### config.mk
export PLATFORM = sky130hd
export DESIGN_NAME = rcg_regs
export DESIGN_NICKNAME = d
export VERILOG_FILES = /design/src/design/rcg_pkg.sv /design/src/design/rcg_regs.sv /design/src/design/rcg_sync.sv /design/src/design/rcg_ref_div.sv
export SDC_FILE = /design/constraint.sdc
export NUM_CORES = 1
export LEC_CHECK = 0
export BUFFER_PORTS_ARGS = -buffer_cell sky130_fd_sc_hd__buf_2
export CORE_MARGIN = 2
export CORE_UTILIZATION = 40
export CTS_BUF_LIST = sky130_fd_sc_hd__clkbuf_2
export DETAILED_ROUTE_END_ITERATION = 16
export SYNTH_ARGS = -nofsm -noshare
export SYNTH_HDL_FRONTEND = slang
export SYNTH_SLANG_ARGS = --single-unit
### constraint.sdc
create_clock -name sys_clk -period 8.2 [get_ports sys_clk]
set_input_delay 0 -clock sys_clk [delete_from_list [all_inputs] [get_ports sys_clk]]
set_output_delay 0 -clock sys_clk [all_outputs]
set_load 0.01 [all_outputs]
### src/design/rcg_pkg.sv
/*
 * rcg_pkg: shared constants and types for the clock generator's serial
 * configuration and reference divider register bank.
 * Assumes a single 100 MHz system clock samples every serial pin.
 */
package rcg_pkg;

	// ==========================================================
	// register addresses (13-bit serial address space)
	localparam int ADDR_W = 13;
	localparam logic [12:0] ADDR_CFG = 13'h000;
	localparam logic [12:0] ADDR_RBSEL = 13'h004;
	localparam logic [12:0] ADDR_VER_LO = 13'h005;
	localparam logic [12:0] ADDR_VER_HI = 13'h006;
	localparam logic [12:0] ADDR_DIV1_LO = 13'h010;
	localparam logic [12:0] ADDR_DIV1_HI = 13'h011;
	localparam logic [12:0] ADDR_DIV2_LO = 13'h012;
	localparam logic [12:0] ADDR_DIV2_HI = 13'h013;
	localparam logic [12:0] ADDR_REF_CTRL = 13'h01c;

	// ==========================================================
	// field positions
	localparam int CFG_DIR_BIT = 7;
	localparam int CFG_LSB_BIT = 6;
	localparam int CFG_SRST_BIT = 5;
	localparam int RBSEL_BIT = 0;
	localparam int REF_INDEP_BIT = 7;
	localparam int DIV_W = 10;
	localparam int INSTR_RD_BIT = 15;
	localparam logic [3:0] INSTR_LAST = 4'hf;
	localparam logic [3:0] BYTE_LAST = 4'h7;

	// ==========================================================
	// types
	typedef struct packed {
		logic sclk;
		logic cs_n;
		logic sdio;
		logic io_update;
		logic i2c_mode;
		logic first_ref;
		logic second_ref;
	} rcg_pins_t;

	typedef struct packed {
		logic dir;
		logic lsb_first;
	} rcg_port_cfg_t;

	typedef struct packed {
		logic indep;
		logic [DIV_W-1:0] div2;
		logic [DIV_W-1:0] div1;
	} rcg_div_cfg_t;

	typedef enum logic [1:0] {SP_IDLE, SP_INSTR, SP_DATA} rcg_spi_state_t;

	// ==========================================================
	// reset values
	localparam rcg_port_cfg_t CFG_RST = '{dir: 1'b0, lsb_first: 1'b0};
	localparam logic RBSEL_RST = 1'b0;
	localparam logic [7:0] VER_RST = 8'h00;
	localparam rcg_div_cfg_t DIV_RST = '{indep: 1'b0, div2: 10'h000,
		div1: 10'h000};

	// ==========================================================
	// zero and one both mean divide-by-1
	function automatic logic [DIV_W-1:0] rcg_eff_div(
		input logic [DIV_W-1:0] d);
		return (d < 10'h002) ? 10'h001 : d;
	endfunction

endpackage

### src/design/rcg_regs.sv
/*
 * rcg_regs: serial port configuration, user version tag and reference R
 * divider registers of the clock generator, with a serial slave port.
 * Assumes the host drives sclk, cs_n and sdio slowly against sys_clk
 * (sclk period at least 8 sys_clk cycles) and keeps sclk low while idle.
 */
// Notes on behaviour
// - Direction bit 0: reads on the data pin, out pin floats; 1: on out pin.
// - In I2C mode the direction and bit-order bits are ignored.
// - Order bit 0: MSB first, address falls; 1: LSB first, address rises.
// - Soft reset puts every register at its default, then clears itself.
// - Readback select 0 returns active buffered values, 1 returns pending.
// - Buffered values reach internal logic only on the next update strobe.
// - A 16-bit version tag, low byte first, resets to 0 and drives nothing.
// - First divider: 10 bits, low byte, then bits 9:8 in bits 1:0 of next.
// - Each divider divides by 1 to 1023; zero and one both divide by 1.
// - The second divider is 10 bits, split the same way as the first.
// - Second reference uses its own divider only with the independence bit.
`timescale 1ns/10ps
`default_nettype none

module rcg_regs import rcg_pkg::*; (
	input wire logic sys_clk,
	input wire logic reset_n,
	input wire logic sclk,
	input wire logic cs_n,
	input wire logic sdio_in,
	output logic sdio_out,
	output logic sdio_oe_n,
	output logic serial_out_pin,
	output logic serial_out_pin_oe_n,
	input wire logic io_update,
	input wire logic i2c_mode,
	input wire logic first_reference,
	input wire logic second_reference,
	output logic first_ref_tick,
	output logic second_ref_tick
);

	// ==========================================================
	// pin sampling and edges
	rcg_pins_t raw;
	rcg_pins_t pin;
	rcg_pins_t pin_d;

	assign raw = {sclk, cs_n, sdio_in, io_update, i2c_mode,
		first_reference, second_reference};

	rcg_sync #(.W($bits(rcg_pins_t))) u_sync (
		.sys_clk(sys_clk), .reset_n(reset_n),
		.d_in(raw), .q_out(pin)
	);

	always_ff @(posedge sys_clk or negedge reset_n) begin
		if (!reset_n)
			pin_d <= '0;
		else
			pin_d <= pin;
	end

	wire sclk_rise = pin.sclk & !pin_d.sclk;
	wire sclk_fall = !pin.sclk & pin_d.sclk;
	wire cs_on = !pin.cs_n;
	wire cs_fall = cs_on & pin_d.cs_n;
	wire upd_edge = pin.io_update & !pin_d.io_update;
	wire first_edge = pin.first_ref & !pin_d.first_ref;
	wire second_edge = pin.second_ref & !pin_d.second_ref;

	// ==========================================================
	// register state
	rcg_port_cfg_t cfg;
	logic soft_rst;
	logic rb_sel;
	logic [7:0] ver_lo;
	logic [7:0] ver_hi;
	rcg_div_cfg_t buf_cfg;
	rcg_div_cfg_t act_cfg;

	wire dir_eff = cfg.dir & !pin.i2c_mode;
	wire lsb_eff = cfg.lsb_first & !pin.i2c_mode;

	// ==========================================================
	// serial engine
	rcg_spi_state_t state;
	logic [3:0] bit_cnt;
	logic [15:0] sh;
	logic [ADDR_W-1:0] addr;
	logic rd_op;
	logic load_tx;
	logic [7:0] tx;

	// both orders leave the instruction in the same layout
	wire [15:0] next_sh = lsb_eff ? {pin.sdio, sh[15:1]} :
		{sh[14:0], pin.sdio};
	wire in_instr = state == SP_INSTR;
	wire in_data = state == SP_DATA;
	wire instr_done = sclk_rise & in_instr & bit_cnt == INSTR_LAST;
	wire byte_done = sclk_rise & in_data & bit_cnt == BYTE_LAST;
	wire wr_now = byte_done & !rd_op;
	wire [7:0] wr_byte = lsb_eff ? next_sh[15:8] : next_sh[7:0];
	wire [ADDR_W-1:0] step_addr = lsb_eff ? addr + 13'h0001 :
		addr - 13'h0001;
	wire drive = cs_on & in_data & rd_op;
	wire [2:0] tx_idx = lsb_eff ? bit_cnt[2:0] : 3'h7 - bit_cnt[2:0];
	wire tx_bit = tx[tx_idx];

	always_ff @(posedge sys_clk or negedge reset_n) begin
		if (!reset_n) begin
			state <= SP_IDLE;
			bit_cnt <= 4'h0;
		end else if (!cs_on) begin
			state <= SP_IDLE;
		end else if (cs_fall) begin
			state <= SP_INSTR;
			bit_cnt <= 4'h0;
		end else if (sclk_rise) begin
			case (state)
			SP_INSTR: begin
				if (instr_done)
					state <= SP_DATA;
				bit_cnt <= instr_done ? 4'h0 : bit_cnt + 4'h1;
			end
			SP_DATA: bit_cnt <= byte_done ? 4'h0 : bit_cnt + 4'h1;
			default: bit_cnt <= 4'h0;
			endcase
		end
	end

	always_ff @(posedge sys_clk or negedge reset_n) begin
		if (!reset_n) begin
			sh <= 16'h0000;
			addr <= '0;
			rd_op <= 1'b0;
			load_tx <= 1'b0;
		end else begin
			load_tx <= instr_done | byte_done;
			if (sclk_rise && (in_instr || in_data))
				sh <= next_sh;
			if (instr_done) begin
				addr <= next_sh[ADDR_W-1:0];
				rd_op <= next_sh[INSTR_RD_BIT];
			end else if (byte_done) begin
				addr <= step_addr;
			end
		end
	end

	// ==========================================================
	// readback
	wire [DIV_W-1:0] rb_div1 = rb_sel ? buf_cfg.div1 : act_cfg.div1;
	wire [DIV_W-1:0] rb_div2 = rb_sel ? buf_cfg.div2 : act_cfg.div2;
	wire rb_indep = rb_sel ? buf_cfg.indep : act_cfg.indep;
	// mirror nibble reads as the reversed upper nibble; soft reset reads 0
	wire [7:0] cfg_rd = {cfg.dir, cfg.lsb_first, 4'h0, cfg.lsb_first,
		cfg.dir};
	wire [7:0] rd_byte =
		(addr == ADDR_CFG) ? cfg_rd :
		(addr == ADDR_RBSEL) ? {7'h00, rb_sel} :
		(addr == ADDR_VER_LO) ? ver_lo :
		(addr == ADDR_VER_HI) ? ver_hi :
		(addr == ADDR_DIV1_LO) ? rb_div1[7:0] :
		(addr == ADDR_DIV1_HI) ? {6'h00, rb_div1[9:8]} :
		(addr == ADDR_DIV2_LO) ? rb_div2[7:0] :
		(addr == ADDR_DIV2_HI) ? {6'h00, rb_div2[9:8]} :
		(addr == ADDR_REF_CTRL) ? {rb_indep, 7'h00} : 8'h00;

	always_ff @(posedge sys_clk or negedge reset_n) begin
		if (!reset_n) begin
			tx <= 8'h00;
			sdio_out <= 1'b0;
			serial_out_pin <= 1'b0;
			sdio_oe_n <= 1'b1;
			serial_out_pin_oe_n <= 1'b1;
		end else begin
			if (load_tx)
				tx <= rd_byte;
			if (sclk_fall && drive) begin
				sdio_out <= tx_bit;
				serial_out_pin <= tx_bit;
			end
			sdio_oe_n <= !(drive & !dir_eff);
			serial_out_pin_oe_n <= !(drive & dir_eff);
		end
	end

	// ==========================================================
	// register writes
	wire we_cfg = wr_now & addr == ADDR_CFG;
	wire we_rbsel = wr_now & addr == ADDR_RBSEL;
	wire we_ver_lo = wr_now & addr == ADDR_VER_LO;
	wire we_ver_hi = wr_now & addr == ADDR_VER_HI;
	wire we_div1_lo = wr_now & addr == ADDR_DIV1_LO;
	wire we_div1_hi = wr_now & addr == ADDR_DIV1_HI;
	wire we_div2_lo = wr_now & addr == ADDR_DIV2_LO;
	wire we_div2_hi = wr_now & addr == ADDR_DIV2_HI;
	wire we_ref_ctrl = wr_now & addr == ADDR_REF_CTRL;

	// the mirror nibble is not checked; the upper nibble is what counts
	always_ff @(posedge sys_clk or negedge reset_n) begin
		if (!reset_n) begin
			cfg <= CFG_RST;
			soft_rst <= 1'b0;
			rb_sel <= RBSEL_RST;
			ver_lo <= VER_RST;
			ver_hi <= VER_RST;
		end else if (soft_rst) begin
			cfg <= CFG_RST;
			soft_rst <= 1'b0;
			rb_sel <= RBSEL_RST;
			ver_lo <= VER_RST;
			ver_hi <= VER_RST;
		end else begin
			if (we_cfg)
				cfg <= {wr_byte[CFG_DIR_BIT], wr_byte[CFG_LSB_BIT]};
			soft_rst <= we_cfg & wr_byte[CFG_SRST_BIT];
			if (we_rbsel)
				rb_sel <= wr_byte[RBSEL_BIT];
			if (we_ver_lo)
				ver_lo <= wr_byte;
			if (we_ver_hi)
				ver_hi <= wr_byte;
		end
	end

	always_ff @(posedge sys_clk or negedge reset_n) begin
		if (!reset_n) begin
			buf_cfg <= DIV_RST;
		end else if (soft_rst) begin
			buf_cfg <= DIV_RST;
		end else begin
			if (we_div1_lo)
				buf_cfg.div1[7:0] <= wr_byte;
			if (we_div1_hi)
				buf_cfg.div1[9:8] <= wr_byte[1:0];
			if (we_div2_lo)
				buf_cfg.div2[7:0] <= wr_byte;
			if (we_div2_hi)
				buf_cfg.div2[9:8] <= wr_byte[1:0];
			if (we_ref_ctrl)
				buf_cfg.indep <= wr_byte[REF_INDEP_BIT];
		end
	end

	// a write and a strobe in one cycle apply the older buffer value
	always_ff @(posedge sys_clk or negedge reset_n) begin
		if (!reset_n)
			act_cfg <= DIV_RST;
		else if (soft_rst)
			act_cfg <= DIV_RST;
		else if (upd_edge)
			act_cfg <= buf_cfg;
	end

	// ==========================================================
	// reference dividers
	wire [DIV_W-1:0] div2_use = act_cfg.indep ? act_cfg.div2 :
		act_cfg.div1;

	rcg_ref_div u_div1 (
		.sys_clk(sys_clk), .reset_n(reset_n), .ref_edge(first_edge),
		.divisor(act_cfg.div1), .tick(first_ref_tick)
	);

	rcg_ref_div u_div2 (
		.sys_clk(sys_clk), .reset_n(reset_n), .ref_edge(second_edge),
		.divisor(div2_use), .tick(second_ref_tick)
	);
endmodule

`default_nettype wire

### src/design/rcg_sync.sv
/*
 * rcg_sync: two flip-flop synchroniser for a bundle of pin levels.
 * Assumes each bit is an independent slow level; bundles are not coherent.
 */
`timescale 1ns/10ps
`default_nettype none

module rcg_sync #(
	parameter int W = 1
) (
	input wire logic sys_clk,
	input wire logic reset_n,
	input wire logic [W-1:0] d_in,
	output logic [W-1:0] q_out
);

	// ==========================================================
	// first stage is read only by the second
	logic [W-1:0] meta;

	always_ff @(posedge sys_clk or negedge reset_n) begin
		if (!reset_n) begin
			meta <= '0;
			q_out <= '0;
		end else begin
			meta <= d_in;
			q_out <= meta;
		end
	end

endmodule

`default_nettype wire

### src/design/rcg_ref_div.sv
/*
 * rcg_ref_div: reference R divider, one tick per N reference edges.
 * Assumes ref_edge is a one-cycle pulse already in the sys_clk domain.
 */
`timescale 1ns/10ps
`default_nettype none

module rcg_ref_div import rcg_pkg::*; (
	input wire logic sys_clk,
	input wire logic reset_n,
	input wire logic ref_edge,
	input wire logic [DIV_W-1:0] divisor,
	output logic tick
);

	// ==========================================================
	// counter
	logic [DIV_W-1:0] cnt;
	wire [DIV_W-1:0] last = rcg_eff_div(divisor) - 10'h001;
	// >= so a divisor lowered mid-count wraps on the next reference edge instead of rolling over
	wire wrap = cnt >= last;

	always_ff @(posedge sys_clk or negedge reset_n) begin
		if (!reset_n) begin
			cnt <= '0;
			tick <= 1'b0;
		end else begin
			tick <= ref_edge & wrap;
			if (ref_edge)
				cnt <= wrap ? '0 : cnt + 10'h001;
		end
	end
endmodule

`default_nettype wire

* Yosys cells after proc, flatten, opt, wreduce, memory -nomap -nowiden *
Index checks and enable logic that the tools add are counted.

storage, ports and cells
  register bits = 151
  latch bits = 0
  bits in writable memories = 0
  memory bits (read-only) = 0
  input bits = 9
  output and inout port bits = 6
  word-level logic and storage cells = 175
  memories kept = 0

cells by class
  add/sub/neg operators = 8
  multiply operators = 0
  div/mod/pow operators = 0
  $lt $le $gt $ge = 5
  eq/ne operators = 12
  shift-type cells = 0
  multiplexer cells = 52
  bitwise gates (word level) = 31
  reduce and logical (&&, ||, !) cells = 32

operator list
  cell                                                   number
  2-to-1 mux 8 bit                                       16
  2-to-1 mux 10 bit                                      7
  equality test 13 x 5 -> 1 bit (second input constant)  5
  2-to-1 mux 21 bit                                      3
  equality test 13 x 3 -> 1 bit (second input constant)  3
  2-to-1 mux 13 bit                                      3
  bitwise AND 1 bit                                      29
  nonzero test 2 bit                                     12
  adder 10 x 1 -> 10 bit (second input constant)         2
  >= comparator 10 bit                                   2
  < comparator 10 x 2 -> 1 bit (second input constant)   2
  subtractor 10 x 1 -> 10 bit (second input constant)    2
  2-to-1 mux 2 bit                                       9
  2-to-1 mux 16 bit                                      1
  2-to-1 mux 4 bit                                       4
  adder 13 x 1 -> 13 bit (second input constant)         1
  zero test 13 bit                                       1
  subtractor 13 x 1 -> 13 bit (second input constant)    1
  zero test 1 bit                                        11
  nonzero test 3 bit                                     3
  case mux 4 bit (2 select lines)                        1
  2-to-1 mux 1 bit                                       6
  adder 4 x 1 -> 4 bit (second input constant)           1
  equality test 4 x 3 -> 1 bit (second input constant)   1
  13 further kinds                                       14

* Logic depth before layout (Yosys ltp) *
Gate-level depths: netlist (run 1).

  depth after elaboration = 10
  mapped depth = 16

* Hierarchy *
A second synthesis (run 1) with hierarchy kept.

second synthesis, totals
  cells, all modules = 828
  area, all modules = 8498.2 µm²

modules (own cells, without submodules)
  module                times used  cells each  area each (µm²)  sequential area each (µm²)
  rcg_regs              1           606         6212.2           2880.3
  rcg_ref_div (u_div1)  1           104         985.9            275.3
  rcg_ref_div (u_div2)  1           104         949.7            275.3
  rcg_sync              1           14          350.3            350.3

* Least setup slack after synthesis (run 1) *
Ideal clock, no wire load.

  kind = register to register
  start point = register act_cfg[20] in the netlist's numbering
  end point = register u_div2.cnt[3]
  library setup time = 137 ps
  arrival time = 3024 ps
  data required time = 8063 ps
  setup slack = 5040 ps
  cell stages (with the launch flop) = 16
  clock period less this slack = 3160 ps
  cell sequence = dfrtp_1 > buf_2 > buf_2 > mux2_2 > nor2_1 > ha_1 > nand4_1 > or3_1 > a21oi_1 > a21oi_1 > ha_1 > o21ai_0 > nand2b_1 > nand4_1 > o21ai_1 > nor2_1

on the way
  cells in the longest elaborated chain, start to end = 6

ends and longest elaborated chain
  element                        RTL line           source
  from (decl)                    rcg_regs.sv:77     rcg_div_cfg_t act_cfg;
  from (signal assigned)         rcg_regs.sv:251    act_cfg <= buf_cfg;
  2-to-1 mux 10 bit *            rcg_regs.sv:256    wire [DIV_W-1:0] div2_use = act_cfg.indep ? act_cfg.div2 :
  < comparator 10 x 2 -> 1 bit   rcg_pkg.sv:70      return (d < 10'h002) ? 10'h001 : d;
  2-to-1 mux 10 bit *            rcg_pkg.sv:70
  subtractor 10 x 1 -> 10 bit *  rcg_ref_div.sv:19  wire [DIV_W-1:0] last = rcg_eff_div(divisor) - 10'h001;
  >= comparator 10 bit *         rcg_ref_div.sv:21  wire wrap = cnt >= last;
  2-to-1 mux 10 bit *            rcg_ref_div.sv:30  cnt <= wrap ? '0 : cnt + 10'h001;
  to (signal assigned)           rcg_ref_div.sv:30
  to (decl)                      rcg_ref_div.sv:18  logic [DIV_W-1:0] cnt;

Mark *: on every way between the ends. The rest lies on a longest branch, timed or not.
A chain may end at the register's enable or synchronous reset.

* Worst setup path after layout (run 1) *
Ends and elaborated chain as after synthesis.

==> impl_metrics.csv, run 1 <==
group,metric,value,unit
final_layout,drive_gt1_frac,0.09719,
logic_synthesis,synthDistinctLibCells,71,
critical_path,start_kind,"flip-flop",
hold_path,holdPathEnd,"u_sync.q_out[0]$_DFF_PN0_",
final_layout,antenna_cells,0,
sta,rsz0062_at_grt,"no",
drt,routedWlPerCell,16.78,µm
drt,wl,20150,µm
critical_path,worstReg2RegEnd,"u_div2.cnt[3]$_DFFE_PN0P_",
critical_path,cp-end-kind,"flip-flop",
sta,clock.fmax,267.8,MHz
critical_path,criticalPathCategory,"flip-flop to flip-flop",
clock_network,cts_num_sinks,151,
clock_network,cts_tree,"built",
logic_synthesis,synth.net_count,953,
critical_path,critPathMaxStageDelay,0.84,ns
logic_synthesis,syn_inst,905,
sta,period_share,0.4553,
logic_synthesis,syn_area_per_cell,9.479,µm²
critical_path,cp.required,8.78,ns
drt,first_pass_iters,5,
die,die_x,150.4,µm
logic_synthesis,ys_ff_latch,151,
clock_network,cts_resized,0,
sta,tns,0,ns
logic_synthesis,synth_ff_type,"dfrtp_1",
clock_network,clkLatencyLatePin,0.71,ns
hold_path,hp-start,"u_sync.meta[0]$_DFF_PN0_",
final_layout,final_common_cell,"dfrtp_1",
clock_network,cts-root-buf,"clkbuf_2",
logic_synthesis,synth_edf_count,0,
global_routing,use_met2,0.3125,
drt,viasPerCell,5.500,
final_layout,fin_nets,961,
critical_path,worstPathArrival,4.32,ns
global_routing,overflow,0,
clock_network,htree_num_levels,4,
placement,dp_cells,1152,
critical_path,r2r_cells,15,
final_layout,final_cell_mix,"dfrtp_1, nand2_1, nor2_1, a21oi_1, o21ai_0",
hold_path,hp-class,"flip-flop to flip-flop",
global_routing,antenna_found_initial,0,
logic_synthesis,netlist_area,8578,µm²
run,maxCapViolCount,0,
hold_path,holdPathStages,0,
clock_network,numCtsBuffers,17,
power,power.leakage,4.121,nW
die,start_util,0.4081,
placement,gp_congestion,0.8263,
clock_network,clk_pin_slew_worst_paths,0.23,ns
placement,portBuffers,14,
logic_synthesis,async_reset_ff_frac,1.000,
die,design.core.area,21020,µm²
die,die_y,150.4,µm
global_routing,met3_usage,0.03424,
critical_path,timing.rr.start,"act_cfg[20]$_DFFE_PN0P_",
global_routing,grt.total_usage,0.1897,
sta,slew_violations,0,
die,die-area,22630,µm²
sta,worst_pin_slew,0.9373,ns
sta,slew_headroom,0.3751,
final_layout,layout.cells.non_filler,1201,
clock_network,clockBufferDepth,2,
run_status,run_status,"finished, final reports clean",
drt,drc_errors,0,
global_routing,grt_max_degree,77,
sta,hold_viol_final,0,
global_routing,busiest_layer,"met2",
critical_path,slowest_stage,"dfrtp_1",
logic_synthesis,yosys_warnings,0,
power,p_total,1.337,mW
global_routing,grt_pass1_vias,6548,
sta,setup_viol,0,
drt,drt.antenna.violating_nets,0,
final_layout,areaGrowthSynthToFinish,7.949,%
sta,fin_crit,3.734,ns
logic_synthesis,synth_seq_area_share,0.4408,
power,peakVddDrop,69.15,µV
die,std_cell_rows,53,
critical_path,crit_chain,"mux2i_1 > nand2_1 > nor3_1 > nor2_1 > ha_1 > nand4_1 > or3_1 > a21oi_1 > a21oi_1 > ha_1 > o21ai_0 > nand2b_1 > nand4_1 > o21ai_1 > nor2_1",
drt,dr_total_vias,6605,
global_routing,grt_pass1_wl,34060,µm
die,ios,15,
sta,finClkSkew,0.04265,ns
drt,drtIter0Drc,423,
power,p_per_area,144.3,nW/µm²
global_routing,use_met1,0.2579,
placement,hpwl,13880,µm
critical_path,crit_fanout,20,
critical_path,reg2reg_slack,4.47,ns
[cell type report]
type | count | area [µm²]
clock buffers | 19 | 95.09
clock inverters | 13 | 133.9
fillers | 2034 | 11760
inverters | 19 | 71.32
multi-input cells | 687 | 4524
flip-flops and latches | 151 | 3782
well taps | 275 | 344.1
repair buffers | 37 | 309.0
[cell usage after synthesis, types with 3 or more instances]
library cell  number  share of area
clkbuf_1          38          0.017
and3_1             8         0.0058
nand3_1           21          0.012
a31oi_1            9         0.0066
o221ai_1           5         0.0051
dfrtp_1          149           0.43
o211ai_1           9         0.0079
a211oi_1           7         0.0061
buf_2              6         0.0035
a21o_1            13          0.011
o21ai_0           54          0.032
o21ai_2            5         0.0051
a22oi_1            3         0.0026
a222oi_1           4         0.0047
mux4_2            10          0.026
mux2i_1           32          0.037
o21a_1             3         0.0026
inv_1             18         0.0079
nand4_1            8         0.0058
o22ai_1            5         0.0036
nor3_1            12         0.0070
mux2_2             6         0.0079
nand2_1          113          0.049
nor2b_1           11         0.0080
nor3b_1            7         0.0061
a21boi_0           9         0.0079
and2_1             3         0.0022
o31ai_1            4         0.0035
xnor2_1           13          0.013
ha_1              38          0.055
o2111ai_1          3         0.0031
a21oi_1           69          0.040
xor2_1            23          0.023
nand3b_1          25          0.022
nor2_1            88          0.039
nand2b_1          17          0.012
or3_1              7         0.0051
nand4b_1           3         0.0031
[critical path, delay by kind of cell (launching register included)]
kind | cells | cell delay [ns]
AND/OR/NAND/NOR | 8 | 1.21
AO/OA/AOI/OAI | 4 | 0.73
multiplexers | 1 | 0.30
adder cells (fa/ha/maj) | 2 | 0.57
flip-flops | 1 | 0.84
[registers in the layout (all words and copies together) (netlist names), 5 cells and up]
| signal | flops |
|---|---|
| act_cfg | 21 |
| buf_cfg | 21 |
| sh | 16 |
| addr | 13 |
| u_div1.cnt | 10 |
| u_div2.cnt | 10 |
| tx | 8 |
| ver_hi | 8 |
| ver_lo | 8 |
| u_sync.meta | 7 |
| u_sync.q_out | 7 |
| pin_d | 5 |
[cell families after synthesis]
family          Yosys count  synth area share
compound gates          221            0.1607
xor+xnor                 36           0.03676
fa+ha+maj                39           0.05776
buf+inv                  67           0.03238
flops                   151            0.4408
mux                      48           0.07147
simple gates            343            0.2001
[where the power goes]
part | switching, mW | total, mW | leakage (nW) | internal, mW
clock | 0.278 | 0.418 | 0.141 | 0.140
combinational | 0.0795 | 0.120 | 1.98 | 0.0404
sequential | 0.0235 | 0.799 | 2.00 | 0.775
total | 0.381 | 1.34 | 4.12 | 0.956
[routing by layer]
metal	part of all wire	vias to the layer above
met5	0	-
met4	0.018	0
met3	0.025	17
met2	0.48	85
met1	0.48	3229
li1	-	3274
[stage by stage]
| step | utilization | instance area [µm²] | setup slack (ns) | hold WS (ns) |
|---|---|---|---|---|
| 6_report | 0.4405 | 9260 | 4.466 | 0.3552 |
| 5_1_grt | 0.4405 | 9260 | 4.096 | 0.3236 |
| 4_1_cts | 0.4405 | 9260 | 4.450 | 0.3119 |
| 3_5_place_dp | 0.4207 | 8843 | 4.439 | 0.1001 |
| 3_3_place_gp | 0.4207 | 8843 | 4.582 | 0.09347 |
| 2_1_floorplan | - | 8578 | 5.040 | -0.2956 |
[timing repair]
item / in CTS / in global routing
setup buffers: 0 / 0
hold buffers: 17 / 0
hold endpoints to repair: 85 / 0
[how the worst max path moves through the flow]
stage	endpoint	slack, ns	cells past startpoint	startpoint
global placement	u_div2.cnt[7]$_DFFE_PN0P_	4.58	15	act_cfg[20]$_DFFE_PN0P_
detailed placement	u_div2.cnt[7]$_DFFE_PN0P_	4.44	15	act_cfg[20]$_DFFE_PN0P_
global route	u_div2.cnt[3]$_DFFE_PN0P_	4.10	15	act_cfg[20]$_DFFE_PN0P_
finish	u_div2.cnt[3]$_DFFE_PN0P_	4.47	15	act_cfg[20]$_DFFE_PN0P_
floorplan	u_div2.cnt[3]$_DFFE_PN0P_	5.04	15	act_cfg[20]$_DFFE_PN0P_
CTS	u_div2.cnt[3]$_DFFE_PN0P_	4.45	15	act_cfg[20]$_DFFE_PN0P_
Power figures use the tool's default switching activity.
==> run 2: changes to the inputs <==
- clock period: 8.2 -> 3.78 ns (I/O delays scaled with it)
==> impl_metrics.csv, run 2 (synthesis gave the netlist of run 1 again) <==
group,metric,value,unit
clock_network,htree_num_levels,4,
die,die_y,150.4,µm
power,p_total,3.033,mW
clock_network,cts_num_sinks,151,
sta,rsz0062_at_grt,"no",
power,peakVddDrop,238.3,µV
global_routing,grt_pass1_wl,34230,µm
final_layout,final_cell_mix,"dfrtp_1, nand2_1, nor2_1, a21oi_1, o21ai_0",
sta,slew_violations,0,
final_layout,fin_nets,968,
die,design.core.area,21020,µm²
critical_path,critPathMaxStageDelay,0.66,ns
final_layout,drive_gt1_frac,0.1072,
critical_path,cp-end-kind,"flip-flop",
drt,drc_errors,0,
sta,finClkSkew,0.04781,ns
critical_path,cp.required,4.47,ns
run,maxCapViolCount,0,
critical_path,start_kind,"flip-flop",
critical_path,crit_chain,"mux2i_1 > o21ai_0 > nor3_1 > nor2_1 > ha_1 > nand4_1 > nor3b_1 > xor2_1 > ha_1 > or4b_2 > o21ai_0 > o21ai_0 > o21ai_0",
final_layout,areaGrowthSynthToFinish,9.174,%
die,die-area,22630,µm²
critical_path,timing.rr.start,"act_cfg[20]$_DFFE_PN0P_",
hold_path,hp-class,"input pin to asynchronous set/reset pin",
placement,dp_cells,1159,
clock_network,clkLatencyLatePin,0.74,ns
clock_network,cts_tree,"built",
critical_path,worstReg2RegEnd,"u_div2.cnt[2]$_DFFE_PN0P_",
drt,drt.antenna.violating_nets,0,
drt,drtIter0Drc,389,
global_routing,antenna_found_initial,0,
run_status,run_status,"finished, final reports clean",
final_layout,final_common_cell,"dfrtp_1",
critical_path,slowest_stage,"or4b_2",
placement,portBuffers,14,
sta,worst_pin_slew,0.9203,ns
final_layout,antenna_cells,0,
final_layout,fin_util,0.4455,
sta,clock.fmax,294.8,MHz
sta,setup_viol,0,
die,ios,15,
global_routing,grt_pass1_vias,6465,
critical_path,worst_path_most_repeated_cell,"o21ai_0",
critical_path,r2r_cells,13,
drt,wl,20720,µm
final_layout,layout.cells.non_filler,1208,
die,std_cell_rows,53,
drt,dr_total_vias,6662,
critical_path,criticalPathCategory,"flip-flop to flip-flop",
critical_path,reg2reg_slack,0.39,ns
die,start_util,0.4081,
clock_network,numCtsBuffers,17,
final_layout,top_regs,"act_cfg (21), buf_cfg (21), sh (16)",
final_layout,fillers,2060,
clock_network,clk_pin_slew_worst_paths,0.25,ns
clock_network,cts-root-buf,"clkbuf_2",
global_routing,overflow,0,
critical_path,crit_fanout,16,
power,p_per_area,323.8,nW/µm²
sta,holdWs,0.3643,ns
sta,fin_crit,3.392,ns
sta,slew_headroom,0.3837,
critical_path,crit_family,"simple AND/OR/NAND/NOR gates",
clock_network,clockBufferDepth,2,
global_routing,grt_max_degree,92,
drt,first_pass_iters,6,
placement,gp_congestion,0.8757,
power,power.leakage,4.180,nW
global_routing,grt.total_usage,0.1925,
sta,hold_viol_final,0,
sta,period_share,0.8974,
drt,viasPerCell,5.515,
die,die_x,150.4,µm
placement,hpwl,14560,µm
sta,tns,0,ns
critical_path,cp.buffers_inverters,0,
critical_path,worstPathArrival,4.08,ns
drt,routedWlPerCell,17.15,µm
==> run 2: repair_timing <==
item | CTS | global route
setup buffers | 0 | 0
gates resized for setup | 0 | 3
endpoints found under the setup margin | 0 | 9
endpoints found under the hold margin | 127 | 0
hold buffers | 17 | 0
==> run 2: area by class of cell <==
class / count / area (µm²) / share of cell area
Sequential cell: 151 / 3784 / 0.4040
Multi-Input combinational cell: 687 / 4532 / 0.4839
Inverter: 19 / 71.32 / 0.007615
Clock inverter: 14 / 182.7 / 0.01951
Clock buffer: 18 / 90.09 / 0.009619
Timing Repair Buffer: 44 / 361.6 / 0.03861
Tap cell: 275 / 344.1 / 0.03674
==> run 2: stage by stage <==
step / setup WS, ns / area, µm²
after floorplan: 0.6197 / 8578
after global placement: 0.2882 / 8896
after detailed placement: 0.2126 / 8896
after CTS: 0.1652 / 9356
after global routing: 0.09703 / 9365
final: 0.3878 / 9365
==> run 2: where the power goes <==
part / switching, mW / internal [mW] / total (mW) / leakage [nW]
sequential: 0.0490 / 1.68 / 1.73 / 2.00
combinational: 0.178 / 0.0892 / 0.267 / 2.02
clock: 0.603 / 0.432 / 1.04 / 0.165
==> run 2: worst max-delay path by stage <==
stage / from / endpoint / slack [ns] / depth (start not counted)
6_report: act_cfg[20]$_DFFE_PN0P_ / u_div2.cnt[2]$_DFFE_PN0P_ / 0.39 / 13
2_1_floorplan: act_cfg[20]$_DFFE_PN0P_ / u_div2.cnt[3]$_DFFE_PN0P_ / 0.62 / 15
5_1_grt: act_cfg[5]$_DFFE_PN0P_ / u_div1.cnt[2]$_DFFE_PN0P_ / 0.1 / 11
3_3_place_gp: act_cfg[20]$_DFFE_PN0P_ / u_div2.cnt[3]$_DFFE_PN0P_ / 0.29 / 15
3_5_place_dp: act_cfg[20]$_DFFE_PN0P_ / u_div2.cnt[5]$_DFFE_PN0P_ / 0.21 / 15
4_1_cts: act_cfg[20]$_DFFE_PN0P_ / u_div2.cnt[5]$_DFFE_PN0P_ / 0.17 / 15
==> run 2: worst min-delay path: cells and delay by family <==
family / cells / cell delay (ns)
buffers and inverters: 3 / 1.27
==> run 2: layer usage <==
layer	global-route usage	vias to the layer above	routed length, µm
li1	-	3276	-
met1	0.2612	3249	9742
met2	0.3164	118	9858
met3	0.03697	19	722
met4	0.05047	0	393
met5	0	-	0
